File: config.mk
export PLATFORM = sky130hd
export DESIGN_NAME = cdwit_timer
export DESIGN_NICKNAME = d
export VERILOG_FILES = /design/src/cdwit_pkg.sv /design/src/cdwit_prescaler.sv /design/src/cdwit_timer.sv
export SDC_FILE = /design/constraint.sdc
export NUM_CORES = 1
export LEC_CHECK = 0
export BUFFER_PORTS_ARGS = -buffer_cell sky130_fd_sc_hd__buf_2
export CAP_MARGIN = 20
export CORE_MARGIN = 2
export CORE_UTILIZATION = 25
export DETAILED_ROUTE_END_ITERATION = 10
export PLACE_DENSITY = 0.52
export SLEW_MARGIN = 20
export SYNTH_ARGS = -nofsm -noshare
export SYNTH_HDL_FRONTEND = slang
export SYNTH_SLANG_ARGS = --single-unit
File: constraint.sdc
create_clock -name clock -period 4.02 [get_ports clock]
set_input_delay 0.804 -clock clock [delete_from_list [all_inputs] [get_ports clock]]
set_output_delay 0.804 -clock clock [all_outputs]
set_load 0.02 [all_outputs]
File: src/cdwit_pkg.sv
// Shared constants and packed types of the countdown watchdog / interval timer
package cdwit_pkg;

    localparam int COUNT_W = 24;
    localparam int PRESCALE_W = 4;
    localparam int DIV_W = 16;
    localparam int KEY_W = 8;

    // Clock period of the system clock, for reference by the bench
    localparam int CLOCK_PERIOD_NS = 10;

    localparam logic [COUNT_W-1:0] COUNT_ZERO = 24'h00_0000;
    localparam logic [COUNT_W-1:0] COUNT_STEP = 24'h00_0001;
    localparam logic [COUNT_W-1:0] RELOAD_RESET = 24'hFF_FFFF;

    // Key value that turns a control write into a restart
    localparam logic [KEY_W-1:0] RESTART_KEY = 8'h5A;

    localparam logic CLKSEL_REF = 1'b0;
    localparam logic CLKSEL_PLL = 1'b1;

    localparam logic [PRESCALE_W-1:0] PRESCALE_RESET = 4'h0;
    localparam logic [PRESCALE_W:0] PRESCALE_STEP = 5'h01;
    localparam logic [DIV_W:0] DIV_ONE = 17'h0_0001;
    localparam logic [DIV_W-1:0] DIV_ZERO = 16'h0000;
    localparam logic [DIV_W-1:0] DIV_STEP = 16'h0001;

    typedef enum logic {
        PH_ARMED,
        PH_WARNED
    } cdwit_phase_t;

    // Control word as written by software
    typedef struct packed {
        logic [KEY_W-1:0] restartKey;
        logic clearFlag;
        logic [PRESCALE_W-1:0] prescale;
        logic clkSel;
        logic resetEn;
        logic intervalEn;
    } cdwit_ctl_t;

    // Control readback
    typedef struct packed {
        logic writePending;
        logic irqFlag;
        logic [PRESCALE_W-1:0] prescale;
        logic clkSel;
        logic resetEn;
        logic intervalEn;
    } cdwit_status_t;

    typedef struct packed {
        logic [DIV_W-1:0] count;
        logic tick;
    } cdwit_div_state_t;

    localparam cdwit_div_state_t DIV_RESET = '{count: DIV_ZERO, tick: 1'b0};

endpackage

File: src/cdwit_prescaler.sv
// Power-of-two prescaler producing one-cycle divided timer ticks
module cdwit_prescaler (
    input wire logic clock,
    input wire logic rst_n,
    input wire logic srcTick,
    input wire logic [cdwit_pkg::PRESCALE_W-1:0] divSel,
    output logic divTick
);

    cdwit_pkg::cdwit_div_state_t state_reg;
    cdwit_pkg::cdwit_div_state_t state_next;
    logic [cdwit_pkg::DIV_W:0] maskWide;
    logic [cdwit_pkg::DIV_W-1:0] divMask;

    ////////////////////////////////////////////////////////////////////////////////

    // Select 0 divides by two, select 15 by 65536
    always_comb
    begin
        maskWide = (cdwit_pkg::DIV_ONE << ({1'b0, divSel} + cdwit_pkg::PRESCALE_STEP))
            - cdwit_pkg::DIV_ONE;
        divMask = maskWide[cdwit_pkg::DIV_W-1:0];
        state_next = state_reg;
        state_next.tick = 1'b0;
        if (srcTick)
        begin
            // Masking lets a smaller ratio take effect without a long wrap
            if ((state_reg.count & divMask) == divMask)
            begin
                state_next.count = cdwit_pkg::DIV_ZERO;
                state_next.tick = 1'b1;
            end
            else
            begin
                state_next.count = state_reg.count + cdwit_pkg::DIV_STEP;
            end
        end
    end

    always_ff @(posedge clock)
    begin
        if (!rst_n)
            state_reg <= cdwit_pkg::DIV_RESET;
        else
            state_reg <= state_next;
    end

    assign divTick = state_reg.tick;
endmodule

File: src/cdwit_timer.sv
// Countdown timer usable as interval timer, watchdog, or both
module cdwit_timer (
    input wire logic clock,
    input wire logic rst_n,
    input wire logic tickRef,
    input wire logic tickPll,
    input wire logic deepSleep,
    input wire logic ctlWrite,
    input wire cdwit_pkg::cdwit_ctl_t ctlWriteData,
    input wire logic reloadWrite,
    input wire logic [cdwit_pkg::COUNT_W-1:0] reloadWriteData,
    output logic [cdwit_pkg::COUNT_W-1:0] liveCount,
    output logic [cdwit_pkg::COUNT_W-1:0] reloadValue,
    output cdwit_pkg::cdwit_status_t ctlStatus,
    output logic irqReq,
    output logic wakeReq,
    output logic softReset
);

    typedef struct packed {
        cdwit_pkg::cdwit_ctl_t cfg;
        logic [cdwit_pkg::COUNT_W-1:0] reload;
        logic [cdwit_pkg::COUNT_W-1:0] count;
        cdwit_pkg::cdwit_ctl_t pendCtl;
        logic pendCtlValid;
        logic [cdwit_pkg::COUNT_W-1:0] pendReload;
        logic pendReloadValid;
        logic busy;
        logic flag;
        cdwit_pkg::cdwit_phase_t phase;
        logic softReset;
        logic wake;
        logic irq;
    } cdwit_state_t;

    localparam cdwit_pkg::cdwit_ctl_t CTL_RESET = '{
        restartKey: '0,
        clearFlag: 1'b0,
        prescale: cdwit_pkg::PRESCALE_RESET,
        clkSel: cdwit_pkg::CLKSEL_REF,
        resetEn: 1'b0,
        intervalEn: 1'b0
    };

    localparam cdwit_state_t STATE_RESET = '{
        cfg: CTL_RESET,
        reload: cdwit_pkg::RELOAD_RESET,
        count: cdwit_pkg::RELOAD_RESET,
        pendCtl: CTL_RESET,
        pendCtlValid: 1'b0,
        pendReload: cdwit_pkg::RELOAD_RESET,
        pendReloadValid: 1'b0,
        busy: 1'b0,
        flag: 1'b0,
        phase: cdwit_pkg::PH_ARMED,
        softReset: 1'b0,
        wake: 1'b0,
        irq: 1'b0
    };

    cdwit_state_t st_reg;
    cdwit_state_t st_next;
    logic srcTick;
    logic divTick;
    logic acceptNow;
    logic commitNow;
    logic restartNow;
    logic clearNow;
    logic runNow;
    logic expiryNow;
    logic [cdwit_pkg::COUNT_W-1:0] reloadNew;

    ////////////////////////////////////////////////////////////////////////////////

    // PLL output stops in deep sleep, so only the reference source keeps ticking
    always_comb
    begin
        if (st_reg.cfg.clkSel == cdwit_pkg::CLKSEL_REF)
            srcTick = tickRef;
        else
            srcTick = tickPll & ~deepSleep;
    end

    cdwit_prescaler u_prescaler (
        .clock(clock),
        .rst_n(rst_n),
        .srcTick(srcTick),
        .divSel(st_reg.cfg.prescale),
        .divTick(divTick)
    );

    ////////////////////////////////////////////////////////////////////////////////

    always_comb
    begin
        st_next = st_reg;
        st_next.softReset = 1'b0;
        // A write during busy is dropped; software is expected to poll first
        acceptNow = !st_reg.busy && (ctlWrite || reloadWrite);
        commitNow = divTick && st_reg.busy;
        restartNow = commitNow && st_reg.pendCtlValid
            && (st_reg.pendCtl.restartKey == cdwit_pkg::RESTART_KEY);
        clearNow = commitNow && st_reg.pendCtlValid && st_reg.pendCtl.clearFlag;
        reloadNew = (commitNow && st_reg.pendReloadValid) ? st_reg.pendReload : st_reg.reload;
        runNow = st_reg.cfg.intervalEn || st_reg.cfg.resetEn;
        expiryNow = 1'b0;

        if (acceptNow)
        begin
            st_next.busy = 1'b1;
            if (ctlWrite)
            begin
                st_next.pendCtl = ctlWriteData;
                st_next.pendCtlValid = 1'b1;
            end
            if (reloadWrite)
            begin
                st_next.pendReload = reloadWriteData;
                st_next.pendReloadValid = 1'b1;
            end
        end

        if (commitNow)
        begin
            st_next.busy = 1'b0;
            st_next.pendCtlValid = 1'b0;
            st_next.pendReloadValid = 1'b0;
            st_next.reload = reloadNew;
            if (st_reg.pendCtlValid)
            begin
                st_next.cfg = st_reg.pendCtl;
                st_next.cfg.restartKey = '0;
                st_next.cfg.clearFlag = 1'b0;
            end
        end

        if (divTick)
        begin
            if (restartNow)
            begin
                st_next.count = reloadNew;
                st_next.phase = cdwit_pkg::PH_ARMED;
            end
            else if (runNow)
            begin
                if (st_reg.count == cdwit_pkg::COUNT_ZERO)
                begin
                    st_next.count = st_reg.reload;
                end
                else
                begin
                    st_next.count = st_reg.count - cdwit_pkg::COUNT_STEP;
                    expiryNow = (st_reg.count == cdwit_pkg::COUNT_STEP);
                end
            end
        end

        // Set wins over a clear that lands on the same tick
        if (clearNow)
            st_next.flag = 1'b0;
        if (expiryNow && st_reg.cfg.intervalEn)
            st_next.flag = 1'b1;

        if (expiryNow && st_reg.cfg.resetEn)
        begin
            if (st_reg.cfg.intervalEn && st_reg.phase == cdwit_pkg::PH_ARMED)
            begin
                st_next.phase = cdwit_pkg::PH_WARNED;
            end
            else
            begin
                st_next.softReset = 1'b1;
                st_next.phase = cdwit_pkg::PH_ARMED;
            end
        end
        if (!st_next.cfg.resetEn)
            st_next.phase = cdwit_pkg::PH_ARMED;

        st_next.irq = st_next.flag;
        st_next.wake = st_next.flag && deepSleep;
    end

    always_ff @(posedge clock)
    begin
        if (!rst_n)
            st_reg <= STATE_RESET;
        else
            st_reg <= st_next;
    end

    ////////////////////////////////////////////////////////////////////////////////

    assign liveCount = st_reg.count;
    assign reloadValue = st_reg.reload;
    assign ctlStatus = '{
        writePending: st_reg.busy,
        irqFlag: st_reg.flag,
        prescale: st_reg.cfg.prescale,
        clkSel: st_reg.cfg.clkSel,
        resetEn: st_reg.cfg.resetEn,
        intervalEn: st_reg.cfg.intervalEn
    };
    assign irqReq = st_reg.irq;
    assign wakeReq = st_reg.wake;
    assign softReset = st_reg.softReset;
endmodule

==> flow_metrics.py <==
metrics = {
    "clocking": {
        "clock_latency_ps": 430,
        "cts_tree": "built",
        "cts.clk_slew.worst_paths_ps": 60,
        "cts_made_buffers": 17,
        "cts.path.max_buffers": 2,
        "cts.sinks": 119,
        "clockRootBuffer": "clkbuf_16",
        "htree_levels": 4,
        "cts_resized": 0,
        "cts_setup_buffers": 0,
        "holdBufCountCts": 0,
    },
    "synth": {
        "synthTopCellsByCount": "nand2_1, dfxtp_1, nor2_1",
        "yosys_warnings": 0,
        "synth.most_common_cell": "nand2_1",
        "synth_top_area_cell": "dfxtp_1",
        "avgSynthCellArea_um2": 7.988,
        "ys_types": 63,
        "synth_fp_nets": 823,
        "async_reset_ff_share_pct": 0,
        "yosys-top-cells-area": "dfxtp_1, nand2_1, buf_4, nor2_1, nand3_1",
        "ys.flop_type": "dfxtp_1",
        "synth_edf_count": 0,
        "synth_top_area_share_pct": 38.68,
        "syn_area_mm2": 0.006158,
        "ys_seq_area_share_pct": 38.68,
        "ys_ff_latch": 119,
        "syn_inst": 771,
    },
    "cells_and_area": {
        "fin_nets": 855,
        "fill_cells": 2682,
        "multiInputGateArea_mm2": 0.003109,
        "finalInstanceArea_mm2": 0.007123,
        "area_delta_synth_final_pct": 15.66,
        "stdcell_count": 1139,
        "diodes": 0,
        "regArea_mm2": 0.002382,
        "drive_gt1_share_pct": 19.51,
        "largest_reg_flops": 43,
    },
    "timing": {
        "finalCritPeriodShare_pct": 75.77,
        "layout_min_cycle_time_ps": 3046,
        "relSlewSlack_pct": 24.50,
        "tightest_slew_ps": 1123,
        "finalSetupViolCount": 0,
        "max_freq_ghz": 0.3283,
        "rsz0062_at_grt": "no",
        "finalMaxSlewViolations": 0,
        "whs_ps": 460.9,
        "hold_viol": 0,
        "tns_ps": 0,
        "skew_ps": 17.39,
    },
    "power_and_ir_drop": {
        "power_frac_comb_pct": 4.7,
        "pwr-share-seq_pct": 43.5,
        "vdd_ir_drop_max_mv": 0.1843,
        "power_switching_uw": 691.0,
        "leakage_uw": 0.002660,
        "p_int_uw": 2144,
        "clockPowerShare_pct": 51.8,
        "switching_share_pct": 24.37,
        "p_per_area_mw_per_mm2": 398.0,
    },
    "critical_path": {
        "start_kind": "register",
        "crit_path_end_kind": "register",
        "critical_path_class": "reg -> reg",
        "worstPathArrival_ps": 3400,
        "critical_path_required_ps": 4370,
        "cp_max_fo": 18,
        "r2r_start": "ctlStatus[4]",
        "crit_path_start": "ctlStatus[4]",
    },
    "placed_design": {
        "place_area_mm2": 0.006554,
        "dp_cells": 1108,
        "place.gp.congestion": 0.8188,
        "port-buffer-count": 106,
        "post-dp-hpwl_um": 12610,
    },
    "routing": {
        "first_pass_iters": 4,
        "vias_per_cell": 4.586,
        "routedWlPerCell_um": 15.26,
        "antenna_left": 0,
        "drc_errors": 0,
        "drt_iter0_markers": 289,
        "wl_um": 17380,
        "num_vias": 5223,
    },
    "global_route": {
        "grt_pass1_vias": 4892,
        "track_usage_pct": 13.62,
        "antenna_found_initial": 0,
        "grt_max_degree": 55,
        "grt_pass1_wl_um": 27520,
        "grt-ovfl-total": 0,
    },
    "floorplanning": {
        "die_area_mm2": 0.02590,
        "fp.dieW_um": 161.0,
        "ios": 107,
        "rows": 57,
        "core_mm2": 0.02425,
        "die_h_um": 161.0,
        "initial_core_util_pct": 25.40,
    },
    "worst_hold_path": {
        "min_from": "st_reg[39]",
        "hold_path_class": "reg -> reg",
    },
    "status": {
        "status": "finished, final reports clean",
    },
    "flow_run": {
        "maxCapViolCount": 0,
    },
}
-- power by group through the flow --
| stage | Combinational, uW | Clock, uW | Sequential [uW] |
|---|---|---|---|
| after global routing | 151 | 1570 | 1240 |
| final | 132 | 1470 | 1230 |
| after detailed placement | 134 | 0 | 1260 |
| after floorplan | 91.1 | 0 | 1250 |
| after CTS | 135 | 1520 | 1230 |
| after global placement | 135 | 0 | 1260 |
-- cells by family (layout without fill, tap and decap cells) --
kind of cell             after synthesis  count (layout)  synth area share, %
AND/OR/NAND/NOR                      340             340                26.25
AO/OA/AOI/OAI                        141             141                15.70
flip-flops                           119             119                38.68
buffers and inverters                117             161                10.99
XOR/XNOR                              27              27                3.840
multiplexers                          21              21                3.454
adder cells (fa/ha/maj)                5               5                1.016
other                                  1               1              0.06089
-- layout make-up --
| class | instances | area share, % |
|---|---|---|
| Clock buffer | 20 | 6.271 |
| Clock inverter | 11 | 1.651 |
| Inverter | 13 | 0.6851 |
| Multi-Input combinational cell | 535 | 43.65 |
| Sequential cell | 119 | 33.44 |
| Tap cell | 324 | 5.691 |
| Timing Repair Buffer | 117 | 8.607 |
-- final timing paths --
path              cells past startpoint  slack (ps)                       end
setup / recovery                      9         970  u_prescaler.state_reg[7]
hold / removal                        2         460                st_reg[39]
setup reg to reg                      9         970  u_prescaler.state_reg[7]
hold reg to reg                       2         460                st_reg[39]
-- cell usage in the layout (no fill, tap or decap), types with 4 or more instances in the layout --
master,netlist,final
a211oi_1,5,5
a21boi_0,27,27
a21oi_1,20,20
a221oi_1,5,5
a2bb2oi_1,4,4
a31oi_1,5,5
and2_1,5,5
and3_1,8,8
buf_2,7,106
buf_4,57,11
clkbuf_16,0,17
clkinv_4,0,4
dfxtp_1,119,119
ha_1,5,5
inv_1,13,13
mux2i_1,19,19
nand2_1,148,148
nand2b_1,6,6
nand3_1,42,42
nand4_1,7,7
nor2_1,60,60
nor2b_1,10,8
nor3_1,14,14
nor3b_1,6,6
nor4_1,8,8
o211ai_1,6,6
o21ai_0,32,32
o22a_1,5,5
o22ai_1,4,4
or4_1,5,5
xnor2_1,17,17
xor2_1,10,10
-- worst max-delay path: stages, from the launching register on --
cell and delay [ps]:
dfxtp_1 460, or4_1 560, ha_1 350, or4b_2 660
a211o_1 270, o21ai_0 60, or4_1 210, o31ai_2 80
buf_4 210, nor2_1 120
-- metrics by stage --
stage / util (%) / setup slack, ps / power [uW]
floorplan: - / 1022 / 1343
global placement: 27.02 / 1061 / 1394
detailed placement: 27.03 / 997.4 / 1394
CTS: 29.35 / 974.2 / 2887
global route: 29.38 / 802.5 / 2956
finish: 29.38 / 973.9 / 2835
-- per-layer routing --
metal	global-route usage (%)	up-vias	wire length, um
li1	-	2683	-
met1	18.26	2394	8260
met2	21.09	125	7892
met3	3.642	21	932
met4	4.789	0	299
met5	0	-	0
No activity file was read; power rests on OpenSTA's default activity.
